### src/tpom_pkg.sv
// Purpose: Constants and carriers for the tributary path overhead monitor
// Assumes: APB data is 32 bits; every register is one aligned word
// Notes: Register constants are word indices; byte address is four times the index
package tpom_pkg;

    // ------------------------------------------------------------
    // Register indices
    // ------------------------------------------------------------
    localparam logic [9:0] IDX_AIS_CTRL = 10'h010;
    localparam logic [9:0] IDX_CFG_STAT = 10'h101;
    localparam logic [9:0] IDX_EXP_LABEL = 10'h102;
    localparam logic [9:0] IDX_ACC_LABEL = 10'h103;
    localparam logic [9:0] IDX_BIP_LO = 10'h104;
    localparam logic [9:0] IDX_BIP_HI = 10'h105;
    localparam logic [9:0] IDX_FEBE_LO = 10'h106;
    localparam logic [9:0] IDX_FEBE_HI = 10'h107;
    localparam logic [9:0] IDX_OWN_CTRL = 10'h110;
    localparam logic [9:0] IDX_ACCUM_TRIG = 10'h111;

    // ------------------------------------------------------------
    // Field positions
    // ------------------------------------------------------------
    localparam int CS_EXT_SEL = 7;
    localparam int CS_TERM = 6;
    localparam int CS_FORCE_PDI = 5;
    localparam int OC_TU3 = 0;
    localparam int OC_FILT10 = 1;
    localparam int OC_BLOCK = 2;
    localparam int OC_RDI_IRQ_EN = 3;
    localparam int OC_PDI_LSB = 4;
    localparam int OC_RDI_EVENT = 7;
    localparam int AC_LOP = 0;
    localparam int AC_LOM = 1;
    localparam int AC_AIS = 2;
    localparam int AC_PLM = 3;
    localparam int AC_PLU = 4;

    // ------------------------------------------------------------
    // Reset values and counts
    // ------------------------------------------------------------
    localparam logic [7:0] CS_RESET = 8'h00;
    localparam logic [7:0] EXP_LABEL_RESET = 8'h00;
    localparam logic [7:0] ACC_LABEL_RESET = 8'h00;
    localparam logic [7:0] OWN_CTRL_RESET = 8'h00;
    localparam logic [7:0] AIS_CTRL_RESET = 8'h00;
    localparam logic [3:0] FILT_SHORT = 4'h5;
    localparam logic [3:0] FILT_LONG = 4'hA;
    localparam logic [2:0] UNSTABLE_LIMIT = 3'h5;
    localparam logic [2:0] SAME_LIMIT = 3'h5;
    localparam logic [15:0] LO_COUNT_MASK = 16'h07FF;
    localparam int SNAPSHOT_LIMIT_NS = 10000;
    localparam int CLK_PERIOD_NS = 4;
    localparam int SNAPSHOT_LIMIT_CYC = SNAPSHOT_LIMIT_NS / CLK_PERIOD_NS;

    // ------------------------------------------------------------
    // Carriers
    // ------------------------------------------------------------
    typedef struct packed {
        logic frame_tick;
        logic [7:0] v5;
        logic [7:0] z7;
        logic [7:0] g1;
        logic [7:0] label;
        logic [7:0] bip_err;
        logic [3:0] febe;
        logic lop;
        logic lom;
        logic ais;
    } tpom_ovh_t;

    typedef struct packed {
        logic path_defect_indication;
        logic remote_defect;
        logic [2:0] extended_remote_defect_code;
        logic ais_insert;
    } tpom_alarm_t;

endpackage : tpom_pkg

### src/tpom_monitor.sv
// Purpose: Receive path overhead monitor for one tributary, APB register slave
// Assumes: Overhead inputs come from logic on clk_sys; frame_tick marks one
//          multiframe (one frame in TU3 mode) and qualifies every other field except lop, lom and ais
// Notes: APB answers with pready in the second access cycle
//
// Functional notes
// RULE_01: V5 RDI filtered over five or ten multiframes
// RULE_02: TU3 mode takes RDI from G1 bit
// RULE_03: V5 RFI filtered alike; unused in TU3
// RULE_04: Extended code loads after N identical receptions
// RULE_05: Mismatch when accepted differs from expected label
// RULE_06: Unstable counter, asserts at five, clears on stability
// RULE_07: Forced or label-matched path defect indication
// RULE_08: Terminate mode inserts AIS per global enables
// RULE_09: Through mode inserts AIS only on LOP/LOM
// RULE_10: Select picks V5 bits or Z7 code
// RULE_11: TU3 select picks G1 RDI or G1 code
// RULE_12: Compare eight bits in TU3, else three
// RULE_13: Accepted label eight bits TU3, else three
// RULE_14: Trigger write snapshots parity count, restarts count
// RULE_15: Parity count wraps, never saturates
// RULE_16: Outside TU3 upper five count bits zero
// RULE_17: BIP-8 for TU3, BIP-2 otherwise, bit/block
// RULE_18: Block mode adds one per errored block
// RULE_19: Far-end count snapshotted on same trigger
// RULE_20: Remote defect changes flagged when enabled
// RULE_21: Both count bytes captured in one snapshot
//
// Our own choice: the APB slave port.
`timescale 1ns/1ps
`default_nettype none

module tpom_monitor (
    input wire logic clk_sys,
    input wire logic arst_n,
    input wire logic psel,
    input wire logic penable,
    input wire logic pwrite,
    input wire logic [11:0] paddr,
    input wire logic [31:0] pwdata,
    output logic [31:0] prdata,
    output logic pready,
    output logic pslverr,
    input wire tpom_pkg::tpom_ovh_t ovh,
    output tpom_pkg::tpom_alarm_t receive_alarm_port,
    output logic remote_defect_irq
);
    import tpom_pkg::*;

    // ------------------------------------------------------------
    // Helpers
    // ------------------------------------------------------------
    function automatic logic [3:0] ones8(input logic [7:0] v);
        logic [3:0] n;
        n = 4'h0;
        for (int i = 0; i < 8; i++) begin
            n = n + {3'h0, v[i]};
        end
        return n;
    endfunction : ones8

    function automatic logic [7:0] lbl_mask(input logic tu3, input logic [7:0] v);
        return tu3 ? v : {5'h00, v[2:0]};
    endfunction : lbl_mask

    // ------------------------------------------------------------
    // State
    // ------------------------------------------------------------
    logic [7:0] cs_q;
    logic [7:0] exp_q;
    logic [7:0] acc_q;
    logic [7:0] own_q;
    logic [7:0] aisc_q;
    logic rdi_q;
    logic rfi_q;
    logic [3:0] rdi_cnt_q;
    logic [3:0] rfi_cnt_q;
    logic [2:0] erdi_q;
    logic [2:0] erdi_cand_q;
    logic [3:0] erdi_cnt_q;
    logic [7:0] prev_lbl_q;
    logic [2:0] unst_cnt_q;
    logic [2:0] same_cnt_q;
    logic unstable_q;
    logic [15:0] bip_acc_q;
    logic [15:0] febe_acc_q;
    logic [15:0] bip_snap_q;
    logic [15:0] febe_snap_q;
    logic pready_q;
    logic pslverr_q;
    logic [31:0] prdata_q;
    tpom_alarm_t alarm_q;
    logic irq_q;

    // ------------------------------------------------------------
    // Decoding
    // ------------------------------------------------------------
    wire tu3 = own_q[OC_TU3];
    wire ext_sel = cs_q[CS_EXT_SEL];
    wire [3:0] filt_n = own_q[OC_FILT10] ? FILT_LONG : FILT_SHORT;
    wire tick = ovh.frame_tick;
    wire [9:0] idx = paddr[11:2];
    wire acc_phase = psel & penable;
    wire wr_ok = acc_phase & pready_q & pwrite & ~pslverr_q;
    wire rd_done = acc_phase & pready_q & ~pwrite;
    wire hit = (idx == IDX_AIS_CTRL) | (idx == IDX_CFG_STAT) | (idx == IDX_EXP_LABEL)
             | (idx == IDX_ACC_LABEL) | (idx == IDX_BIP_LO) | (idx == IDX_BIP_HI)
             | (idx == IDX_FEBE_LO) | (idx == IDX_FEBE_HI) | (idx == IDX_OWN_CTRL)
             | (idx == IDX_ACCUM_TRIG);
    wire snap = wr_ok & (idx == IDX_ACCUM_TRIG);

    // Remote defect source and run filter
    wire rdi_src = tu3 ? ovh.g1[3] : ovh.v5[0]; // [RULE_02] [RULE_10] [RULE_11]
    wire rfi_src = ovh.v5[4];
    wire rdi_filt_on = tick & ~ext_sel;
    wire rfi_filt_on = tick & ~ext_sel & ~tu3; // [RULE_03]
    wire [3:0] rdi_cnt_inc = rdi_cnt_q + 4'h1;
    wire [3:0] rfi_cnt_inc = rfi_cnt_q + 4'h1;
    wire rdi_flip = (rdi_src != rdi_q) & (rdi_cnt_inc >= filt_n); // [RULE_01] [RULE_02]
    wire rfi_flip = (rfi_src != rfi_q) & (rfi_cnt_inc >= filt_n); // [RULE_03]

    // Extended code source
    wire [2:0] erdi_src = tu3 ? ovh.g1[3:1] : ovh.z7[3:1]; // [RULE_10] [RULE_11]
    wire erdi_same = (erdi_src == erdi_cand_q);
    wire [3:0] erdi_cnt_inc = erdi_same ? erdi_cnt_q + 4'h1 : 4'h1;
    wire erdi_load = tick & ext_sel & (erdi_cnt_inc >= filt_n); // [RULE_04]

    // Label stability and acceptance
    wire [7:0] in_lbl = lbl_mask(tu3, ovh.label);
    wire lbl_diff = (in_lbl != prev_lbl_q);
    wire [2:0] same_inc = (same_cnt_q == SAME_LIMIT) ? SAME_LIMIT : same_cnt_q + 3'h1;
    wire stable_now = tick & ~lbl_diff & (same_inc == SAME_LIMIT);
    wire [2:0] unst_inc = (unst_cnt_q == UNSTABLE_LIMIT) ? UNSTABLE_LIMIT
                                                         : unst_cnt_q + 3'h1;
    wire mismatch = lbl_mask(tu3, exp_q) != lbl_mask(tu3, acc_q); // [RULE_05] [RULE_12]

    // Path defect and AIS
    wire pdi_hit = prev_lbl_q[2:0] == own_q[OC_PDI_LSB +: 3]; // [RULE_07]
    wire pdi_d = cs_q[CS_FORCE_PDI] | pdi_hit; // [RULE_07]
    wire ais_thru = (ovh.lop & aisc_q[AC_LOP]) | (ovh.lom & aisc_q[AC_LOM]); // [RULE_09]
    wire ais_term = ais_thru | (ovh.ais & aisc_q[AC_AIS])
                  | (mismatch & aisc_q[AC_PLM]) | (unstable_q & aisc_q[AC_PLU]);
    wire ais_d = cs_q[CS_TERM] ? ais_term : ais_thru; // [RULE_08] [RULE_09]

    // Error increments
    wire [7:0] bip_bits = tu3 ? ovh.bip_err : {6'h00, ovh.bip_err[1:0]}; // [RULE_17]
    wire [3:0] bip_inc_w = own_q[OC_BLOCK] ? {3'h0, |bip_bits} : ones8(bip_bits); // [RULE_18]
    wire [15:0] bip_inc = tick ? {12'h000, bip_inc_w} : 16'h0000;
    wire [15:0] febe_inc = tick ? {12'h000, ovh.febe} : 16'h0000;
    wire [15:0] cnt_mask = tu3 ? 16'hFFFF : LO_COUNT_MASK;

    // Status byte
    wire [2:0] low_stat = ext_sel ? erdi_q : {1'b0, rfi_q & ~tu3, rdi_q};
    wire [7:0] cs_rd = {cs_q[7:5], unstable_q, mismatch, low_stat};
    wire [7:0] own_rd = {irq_q, own_q[6:0]};

    // Read mux
    wire [7:0] rd_byte =
        (idx == IDX_AIS_CTRL) ? aisc_q :
        (idx == IDX_CFG_STAT) ? cs_rd :
        (idx == IDX_EXP_LABEL) ? exp_q :
        (idx == IDX_ACC_LABEL) ? lbl_mask(tu3, acc_q) : // [RULE_13]
        (idx == IDX_BIP_LO) ? bip_snap_q[7:0] :
        (idx == IDX_BIP_HI) ? bip_snap_q[15:8] :
        (idx == IDX_FEBE_LO) ? febe_snap_q[7:0] :
        (idx == IDX_FEBE_HI) ? febe_snap_q[15:8] :
        (idx == IDX_OWN_CTRL) ? own_rd : 8'h00;

    // ------------------------------------------------------------
    // APB slave
    // ------------------------------------------------------------
    always_ff @(posedge clk_sys or negedge arst_n) begin
        if (!arst_n) begin
            pready_q <= 1'b0;
            pslverr_q <= 1'b0;
            prdata_q <= 32'h0000_0000;
        end else begin
            pready_q <= acc_phase & ~pready_q;
            pslverr_q <= acc_phase & ~pready_q & ~hit;
            prdata_q <= (acc_phase & ~pready_q & ~pwrite) ? {24'h000000, rd_byte}
                                                          : 32'h0000_0000;
        end
    end

    // ------------------------------------------------------------
    // Software registers
    // ------------------------------------------------------------
    always_ff @(posedge clk_sys or negedge arst_n) begin
        if (!arst_n) begin
            cs_q <= CS_RESET;
            exp_q <= EXP_LABEL_RESET;
            own_q <= OWN_CTRL_RESET;
            aisc_q <= AIS_CTRL_RESET;
        end else if (wr_ok) begin
            if (idx == IDX_CFG_STAT) cs_q <= {pwdata[7:5], 5'h00};
            if (idx == IDX_EXP_LABEL) exp_q <= pwdata[7:0];
            if (idx == IDX_OWN_CTRL) own_q <= {1'b0, pwdata[6:0]};
            if (idx == IDX_AIS_CTRL) aisc_q <= pwdata[7:0];
        end
    end

    // ------------------------------------------------------------
    // Remote defect and failure filters
    // ------------------------------------------------------------
    always_ff @(posedge clk_sys or negedge arst_n) begin
        if (!arst_n) begin
            rdi_q <= 1'b0;
            rdi_cnt_q <= 4'h0;
        end else if (rdi_filt_on) begin
            if (rdi_src == rdi_q) rdi_cnt_q <= 4'h0;
            else if (rdi_flip) begin
                rdi_q <= rdi_src; // [RULE_01] [RULE_02]
                rdi_cnt_q <= 4'h0;
            end else rdi_cnt_q <= rdi_cnt_inc;
        end
    end

    always_ff @(posedge clk_sys or negedge arst_n) begin
        if (!arst_n) begin
            rfi_q <= 1'b0;
            rfi_cnt_q <= 4'h0;
        end else if (rfi_filt_on) begin
            if (rfi_src == rfi_q) rfi_cnt_q <= 4'h0;
            else if (rfi_flip) begin
                rfi_q <= rfi_src; // [RULE_03]
                rfi_cnt_q <= 4'h0;
            end else rfi_cnt_q <= rfi_cnt_inc;
        end
    end

    // ------------------------------------------------------------
    // Extended remote defect code
    // ------------------------------------------------------------
    always_ff @(posedge clk_sys or negedge arst_n) begin
        if (!arst_n) begin
            erdi_q <= 3'h0;
            erdi_cand_q <= 3'h0;
            erdi_cnt_q <= 4'h0;
        end else if (tick & ext_sel) begin
            erdi_cand_q <= erdi_src;
            erdi_cnt_q <= erdi_load ? filt_n : erdi_cnt_inc;
            if (erdi_load) erdi_q <= erdi_src; // [RULE_04]
        end
    end

    // ------------------------------------------------------------
    // Label stability, acceptance
    // ------------------------------------------------------------
    always_ff @(posedge clk_sys or negedge arst_n) begin
        if (!arst_n) begin
            prev_lbl_q <= 8'h00;
            unst_cnt_q <= 3'h0;
            same_cnt_q <= 3'h0;
            unstable_q <= 1'b0;
        end else if (tick) begin
            prev_lbl_q <= in_lbl;
            if (lbl_diff) begin
                unst_cnt_q <= unst_inc; // [RULE_06]
                same_cnt_q <= 3'h1;
                if (unst_inc == UNSTABLE_LIMIT) unstable_q <= 1'b1;
            end else begin
                same_cnt_q <= same_inc;
                if (same_inc == SAME_LIMIT) begin
                    unst_cnt_q <= 3'h0; // [RULE_06]
                    unstable_q <= 1'b0;
                end
            end
        end
    end

    always_ff @(posedge clk_sys or negedge arst_n) begin
        if (!arst_n) acc_q <= ACC_LABEL_RESET;
        else if (stable_now) acc_q <= in_lbl; // [RULE_13]
        else if (wr_ok & (idx == IDX_ACC_LABEL)) acc_q <= pwdata[7:0];
    end

    // ------------------------------------------------------------
    // Error counters and snapshot
    // ------------------------------------------------------------
    always_ff @(posedge clk_sys or negedge arst_n) begin
        if (!arst_n) begin
            bip_acc_q <= 16'h0000;
            febe_acc_q <= 16'h0000;
            bip_snap_q <= 16'h0000;
            febe_snap_q <= 16'h0000;
        end else if (snap) begin
            bip_snap_q <= bip_acc_q & cnt_mask; // [RULE_14] [RULE_16] [RULE_21]
            febe_snap_q <= febe_acc_q & cnt_mask; // [RULE_19] [RULE_21]
            bip_acc_q <= bip_inc; // [RULE_14]
            febe_acc_q <= febe_inc; // [RULE_19]
        end else begin
            bip_acc_q <= bip_acc_q + bip_inc; // [RULE_15] [RULE_17]
            febe_acc_q <= febe_acc_q + febe_inc;
        end
    end

    // ------------------------------------------------------------
    // Alarm port and remote defect change flag
    // ------------------------------------------------------------
    wire rdi_change = rdi_filt_on & rdi_flip;
    wire erdi_change = erdi_load & (erdi_src != erdi_q);
    wire irq_clr = wr_ok & (idx == IDX_OWN_CTRL) & pwdata[OC_RDI_EVENT];

    always_ff @(posedge clk_sys or negedge arst_n) begin
        if (!arst_n) begin
            alarm_q <= '0;
            irq_q <= 1'b0;
        end else begin
            alarm_q.path_defect_indication <= pdi_d; // [RULE_07]
            alarm_q.remote_defect <= rdi_q & ~ext_sel;
            alarm_q.extended_remote_defect_code <= ext_sel ? erdi_q : 3'h0;
            alarm_q.ais_insert <= ais_d; // [RULE_08] [RULE_09]
            if ((rdi_change | erdi_change) & own_q[OC_RDI_IRQ_EN]) irq_q <= 1'b1; // [RULE_20]
            else if (irq_clr) irq_q <= 1'b0;
        end
    end

    assign prdata = prdata_q;
    assign pready = pready_q;
    assign pslverr = pslverr_q;
    assign receive_alarm_port = alarm_q;
    assign remote_defect_irq = irq_q;

endmodule : tpom_monitor

`default_nettype wire

### config.mk
export PLATFORM = sky130hd
export DESIGN_NAME = tpom_monitor
export DESIGN_NICKNAME = d
export VERILOG_FILES = /design/src/tpom_pkg.sv /design/src/tpom_monitor.sv
export SDC_FILE = /design/constraint.sdc
export NUM_CORES = 1
export LEC_CHECK = 0
export ABC_AREA = 0
export BUFFER_PORTS_ARGS = -buffer_cell sky130_fd_sc_hd__buf_4
export CELL_PAD_IN_SITES_DETAIL_PLACEMENT = 1
export CELL_PAD_IN_SITES_GLOBAL_PLACEMENT = 1
export CORE_UTILIZATION = 30
export CTS_CLUSTER_SIZE = 24
export DETAILED_ROUTE_END_ITERATION = 8
export GPL_TIMING_DRIVEN = 0
export PLACE_DENSITY = 0.68
export SYNTH_ARGS = -nofsm -noshare
export SYNTH_HDL_FRONTEND = slang
export SYNTH_SLANG_ARGS = --single-unit
### constraint.sdc
create_clock -name clk_sys -period 9.1 [get_ports clk_sys]
set_input_delay 1.82 -clock clk_sys [delete_from_list [all_inputs] [get_ports clk_sys]]
set_output_delay 1.82 -clock clk_sys [all_outputs]
set_load 0.01 [all_outputs]
==> reports/metrics.yaml, run 1 <==
global_route:
  grt_pass1_vias: 7123
  antenna_found_initial: 0
  grt_max_degree: 81
  grt_overflow: 0
  grt_pass1_wl_microns: 39410
  grt_use_total: 0.1785
status:
  status: "completed"
layout:
  stdcell_area_sq_um: 10200
  multiInputGateArea_sq_um: 4358
  syn2layout_area_growth_pct: 20.57
  final_layout_size_suffix_gt1_frac: 0.1830
  final_nets: 1118
  seqCellArea_sq_um: 3754
  fillers: 3223
  num_antenna_cells: 0
  final_util: 0.3671
timing:
  rsz0062_at_grt: "no"
  worstMarginPinSlew_ns: 1.327
  setup_tns_ns: 0
  setup_viol: 0
  holdWs_ns: 0.4622
  hold_viol: 0
  worst_slack_ns: 3.220
  period_needed_ns: 5.880
  fin_crit_sh: 0.6462
  max_freq_mhz: 170.1
  report.final.slew_viol_count: 0
  fin_worst_skew_ns: 0.01257
  relSlewSlack: 0.1069
clock_tree:
  clkSlewWorstSetupHoldPaths_ns: 0.06
  post_cts_resized: 0
  clockBufferDepth: 2
  cts_hold_buf: 0
  post-cts-setup-buffers: 0
  h-tree-depth: 4
  cts_sinks: 150
  cts-root-buf: "clkbuf_16"
  clkLatencyLatePin_ns: 0.44
  numCtsBuffers: 17
  cts_tree: "done"
worst_setup_path:
  worstRegToRegCells: 16
  critPathCaptureType: "register"
  cp.arrival_ns: 6.19
  critPathLaunchType: "primary input"
  crit_fanout: 6
  crit_type: "primary input to register"
  cp.required_ns: 9.41
routing:
  detail_route.iter0.violations: 500
  finalWirelength_microns: 24560
  wl_met2_microns: 12050
  drtPass1Iterations: 5
  drt-met1-wl_microns: 11030
  top_layer_used: "met4"
  post_drt_wl_per_cell_microns: 17.82
  wl_met3_microns: 1063
  drc_errors: 0
  drtAntennaViolNets: 0
  vias: 6785
  viasPerCell: 4.924
place:
  gp_congestion: 0.8446
  place_ws_ns: 2.731
  io_buffers: 70
  hpwl_microns: 18350
  place_area_sq_um: 9575
yosys:
  synth_edf_count: 0
  synth_top_family_by_area: "simple AND/OR/NAND/NOR gates"
  synthSimpleGateAreaFrac: 0.1936
  yosys-mux-area-fraction: 0.08298
  synth_common_cells: "156 x nand2_1, 150 x dfrtp_1, 50 x nor2_1"
  netlist.top_cell.by_area: "dfrtp_1"
  ys_warn_count: 0
  yosysMostFrequentCell: "nand2_1"
  synth_area_leaders: "dfrtp_1 44%, nand2_1 6.9%, mux2_2 4.1%"
  syn_inst: 875
  synth_compound_area_frac: 0.1137
  postSynthAreaPerCell_sq_um: 9.668
  synthXorXnorAreaFrac: 0.06005
  synthAdderAreaFrac: 0.05413
  ys_ff_latch: 150
  synth_ff_type: "dfrtp_1"
  synth_area_sq_um: 8459
  synth.distinct_cells: 74
  yosysSeqAreaShare: 0.4437
  synth_top_area_frac: 0.4437
  async_flop_share: 1.000
floorplan:
  dieArea_sq_um: 28870
  rows: 61
  coreArea_sq_um: 27780
  io_pins: 138
  start_util: 0.3045
  die_w_microns: 169.9
  dieHeight_microns: 169.9
run:
  drv_cap: 0
power:
  ir_drop_v: 0.0001398
  power.density_nw_per_um2: 177.0
  power.leakage_uw: 0.004793
min_path:
  min_path_type: "register to register"
  hold_path_depth: 2
logic make-up (layout without fill, tap and decap cells):
logic type / after synthesis / count (layout)
flops: 150 / 150
other cells: 1 / 24
buf+inv: 85 / 187
mux: 63 / 63
xor+xnor: 58 / 58
compound gates: 145 / 145
simple gates: 340 / 340
fa+ha+maj: 33 / 33
path summary, 6_finish.rpt:
kind	start	to	slack, ns
max in group asynchronous	arst_n	febe_acc_q[6]$_DFF_PN0_	6.86
worst max-delay path	ovh[8]	bip_acc_q[14]$_DFF_PN0_	3.22
worst min register to register	febe_snap_q[13]$_DFFE_PN0P_	febe_snap_q[13]$_DFFE_PN0P_	0.46
worst max register to register	own_q[0]$_DFFE_PN0P_	bip_acc_q[14]$_DFF_PN0_	3.75
min in group asynchronous	arst_n	erdi_cnt_q[0]$_DFFE_PN0P_	1.39
worst min-delay path	febe_snap_q[13]$_DFFE_PN0P_	febe_snap_q[13]$_DFFE_PN0P_	0.46
metal layers:
| layer | track usage | vias up |
|---|---|---|
| met1 | 0.2255 | 3367 |
| met3 | 0.03837 | 32 |
| met4 | 0.05405 | 0 |
| met5 | 0 | - |
| met2 | 0.3036 | 128 |
| li1 | - | 3258 |
stage by stage:
step	total power, uW	std cells
after floorplan	951.9	898
after global placement	1038	1346
after detailed placement	1053	1347
after CTS	1821	1378
after global routing	1890	1378
final	1806	1378
area by class of cell:
type	instances	share of cell area
timing repair buffer	71	0.05459
clock buffer	23	0.04686
multi-input combinational	663	0.4273
inverter	25	0.009200
clock inverter	8	0.01435
sequential	150	0.3680
buffer	60	0.03337
tap	378	0.04637
state kept, by name, summed over array words and instances, names as in the netlist, 6 cells and up:
name	count
receive_alarm_port	6
exp_q	8
own_q	7
bip_snap_q	16
bip_acc_q	16
febe_snap_q	16
febe_acc_q	16
prev_lbl_q	8
aisc_q	8
acc_q	8
prdata	8
worst max-delay path, cell delays in order:
cell,delay (ns)
buf_4,0.11
inv_1,0.08
fa_1,0.44
fa_1,0.53
fa_1,0.55
inv_1,0.04
ha_1,0.22
fa_1,0.39
xnor2_1,0.13
nor3_1,0.28
ha_1,0.34
nor2b_1,0.14
o21ai_0,0.67
a211oi_1,0.21
xnor2_1,0.18
nor2_1,0.06
cell usage in the layout, fill, tap and decap left out, types with 6 or more instances in the layout:
cell / instances
nand2_1: 156
dfrtp_1: 150
buf_4: 94
nor2_1: 50
o21ai_0: 33
xnor2_1: 33
nand3_1: 32
mux2_2: 31
ha_1: 27
xor2_1: 25
a21oi_1: 25
clkbuf_1: 25
inv_1: 25
mux2i_1: 24
conb_1: 24
nor3_1: 22
clkbuf_16: 17
a211oi_1: 16
nor2b_1: 14
buf_2: 10
a22o_1: 9
a31oi_1: 9
o21ai_1: 7
and2_1: 7
nand4_1: 7
nor4_1: 7
mux2_1: 6
or3_1: 6
o22ai_1: 6
fa_1: 6
report_power, final:
part / internal, uW / leakage (uW) / total (uW) / switching [uW]
Clock: 479 / 0.000303 / 766 / 287
Combinational: 117 / 0.00248 / 267 / 150
Sequential: 720 / 0.00201 / 772 / 52.8
Total: 1320 / 0.00479 / 1810 / 490
Power figures use the tool's default switching activity.
==> run 2: changes to the inputs <==
ABC_AREA = 1   (was 0)
PLACE_DENSITY = 0.7   (was 0.68)
clock period = 5.85 ns   (was 9.1 ns; I/O delays follow)
==> reports/metrics.yaml, run 2 <==
layout:
  final_layout_size_suffix_gt1_frac: 0.1459  # -0.03715
  final_cells: 1565  # +14%
  fillers: 3337  # +3.5%
  final_cell_mix: "294 x nand2_1, 150 x dfrtp_1, 107 x inv_1, 94 x buf_4, 88 x nand3_1"
  final_util: 0.3721  # +0.004943
  syn2layout_area_growth_pct: 20.47  # about the same
  final_nets: 1310  # +17%
  layout_commonest_cell: "nand2_1"
  num_antenna_cells: 0  # unchanged
clock_tree:
  cts_hold_buf: 0  # unchanged
  clockBufferDepth: 2  # unchanged
  cts_sinks: 150  # unchanged
  numCtsBuffers: 17  # unchanged
  h-tree-depth: 4  # unchanged
  clkSlewWorstSetupHoldPaths_ns: 0.07  # about the same
  cts_tree: "done"
  clkLatencyLatePin_ns: 0.43  # about the same
  cts-root-buf: "clkbuf_16"
  post_cts_resized: 0  # unchanged
  post-cts-setup-buffers: 0  # unchanged
place:
  place_ws_ns: 0.2101  # -2.521 ns
  place_inst: 1533  # +14%
  io_buffers: 70  # unchanged
  hpwl_microns: 19490  # +6.2%
  gp_congestion: 0.8571  # +1.5%
yosys:
  syn_inst: 1067  # +22%
  synth.distinct_cells: 43  # -42%
  yosysMostFrequentCell: "nand2_1"
  synth_top_area_frac: 0.4460  # +0.002243
  netlist.top_cell.by_area: "dfrtp_1"
  synth_area_sq_um: 8417  # -0.50%
  synth_common_cells: "294 x nand2_1, 150 x dfrtp_1, 107 x inv_1"
  postSynthAreaPerCell_sq_um: 7.888  # -18%
  synth_area_leaders: "dfrtp_1 45%, nand2_1 13%, nand3_1 5.2%"
  synth_ff_type: "dfrtp_1"
  ys_warn_count: 0  # unchanged
  yosysSeqAreaShare: 0.4460  # +0.002243
  synth_edf_count: 0  # unchanged
  ys_ff_latch: 150  # unchanged
  async_flop_share: 1.000  # unchanged
worst_setup_path:
  cp.required_ns: 6.17  # -3.24 ns
  crit_type: "register to register"
  crit_fanout: 10  # +4
  critPathLaunchType: "register"
  critPathCaptureType: "register"
  cp.arrival_ns: 5.69  # -0.50 ns
floorplan:
  dieHeight_microns: 169.5  # -0.25%
  die_w_microns: 169.5  # -0.25%
  dieArea_sq_um: 28730  # -0.49%
  rows: 60  # -1.6%
  start_util: 0.3089  # +0.004367
  io_pins: 138  # unchanged
  coreArea_sq_um: 27250  # -1.9%
timing:
  rsz0062_at_grt: "no"
  worst_slack_ns: 0.4777  # -2.742 ns
  hold_viol: 0  # unchanged
  relSlewSlack: 0.1989  # +0.09197
  worstMarginPinSlew_ns: 1.193  # -0.1349 ns
  report.final.slew_viol_count: 0  # unchanged
  fin_crit_sh: 0.9183
  setup_tns_ns: 0  # unchanged
  fin_worst_skew_ns: 0.01205  # -0.0005261 ns
  period_needed_ns: 5.372
  setup_viol: 0  # unchanged
  max_freq_mhz: 186.1
power:
  power.density_nw_per_um2: 296.8  # +68%
  power.leakage_uw: 0.005301  # +11%
  totalPowerFinal_uw: 3009  # +67%
  ir_drop_v: 0.0001861  # +33%
routing:
  viasPerCell: 4.793  # -2.7%
  post_drt_wl_per_cell_microns: 16.19  # -9.2%
  detail_route.iter0.violations: 421  # -16%
  drtAntennaViolNets: 0  # unchanged
  finalWirelength_microns: 25330  # +3.2%
  drc_errors: 0  # unchanged
  drtPass1Iterations: 4  # -1
  vias: 7501  # +11%
global_route:
  grt_pass1_wl_microns: 41560  # +5.5%
  antenna_found_initial: 0  # unchanged
  grt_pass1_vias: 7750  # +8.8%
  grt_max_degree: 116  # +43%
  grt_overflow: 0  # unchanged
  grt_use_total: 0.1871  # +0.008578
min_path:
  min_path_type: "register to register"
run:
  drv_cap: 0  # unchanged
status:
  status: "completed"
## run 2: changes by cell type in the layout (fill, tap and decap cells not counted), moves of 17 or more
cell      previous run  this run
nand3_1             32        88
xnor2_1             33        16
mux2i_1             24         1
nor2_1              50        76
clkbuf_1            25         6
mux2_2              31         1
o21ai_0             33        76
inv_1               25       107
nand2_1            156       294
## run 2: cell type report
| class | count | area, sq um | share of cell area |
|---|---|---|---|
| plain buffers | 51 | 321.6 | 0.03171 |
| clock buffers | 17 | 425.4 | 0.04195 |
| clock inverters | 15 | 185.2 | 0.01826 |
| inverters | 114 | 429.2 | 0.04232 |
| multi-input cells | 775 | 3999 | 0.3944 |
| flip-flops and latches | 150 | 3754 | 0.3702 |
| well taps | 372 | 465.4 | 0.04590 |
| repair buffers | 71 | 560.5 | 0.05528 |
## run 2: where the power goes
part / switching (uW) / internal, uW / total [uW]
registers: 110 / 1160 / 1270
clock network: 508 / 648 / 1160
logic: 345 / 240 / 585
## run 2: path summary, 6_finish.rpt
path | from | end | slack [ns] | depth (start not counted)
worst max register to register | own_q[0]$_DFFE_PN0P_ | bip_acc_q[14]$_DFF_PN0_ | 0.48 | 20
worst min-delay path | bip_snap_q[8]$_DFFE_PN0P_ | bip_snap_q[8]$_DFFE_PN0P_ | 0.47 | 2
worst min register to register | bip_snap_q[8]$_DFFE_PN0P_ | bip_snap_q[8]$_DFFE_PN0P_ | 0.47 | 2
max in group asynchronous | arst_n | bip_acc_q[15]$_DFF_PN0_ | 4.33 | 2
worst max-delay path | own_q[0]$_DFFE_PN0P_ | bip_acc_q[14]$_DFF_PN0_ | 0.48 | 20
min in group asynchronous | arst_n | erdi_cand_q[0]$_DFFE_PN0P_ | 0.60 | 1
## run 2: metrics by stage
stage	hold WS [ns]	cell area, sq um
after global routing	0.4933	10140
after global placement	0.4599	9494
after CTS	0.4758	10140
final	0.4725	10140
after detailed placement	0.4593	9529
after floorplan	0.4367	8503
## run 2: logic make-up after synthesis
group | after synthesis | share of synthesized area
other | 1 | 0.0004455
muxes | 2 | 0.002527
buffers and inverters | 165 | 0.08919
adders and majority gates | 33 | 0.05441
xor gates and xnor gates | 38 | 0.03954
AOI/OAI and AO/OA | 156 | 0.09945
and+or+nand+nor | 522 | 0.2685
DFF | 150 | 0.4460
## run 2: routing by layer
| metal | global-route usage | vias to the layer above | part of all wire |
|---|---|---|---|
| met3 | 0.03288 | 24 | 0.039 |
| met2 | 0.3060 | 132 | 0.47 |
| li1 | - | 3660 | - |
| met5 | 0 | - | 0 |
| met1 | 0.2518 | 3685 | 0.47 |
| met4 | 0.05640 | 0 | 0.017 |
## run 2: worst max-delay path, stage by stage (launching register included)
cell and delay (ns):
dfrtp_1 0.41, buf_6 0.18, buf_2 0.31, nand2_1 0.15, fa_1 0.48, fa_1 0.53, fa_1 0.54, inv_1 0.04
ha_1 0.22, fa_1 0.48, nand2_1 0.08, fa_1 0.44, nand3b_1 0.19, nand2_1 0.10, nand2_1 0.07, nor3_1 0.34
nand2_1 0.24, nor2_1 0.24, nand3_1 0.10, nand2_1 0.07, nor2_1 0.04
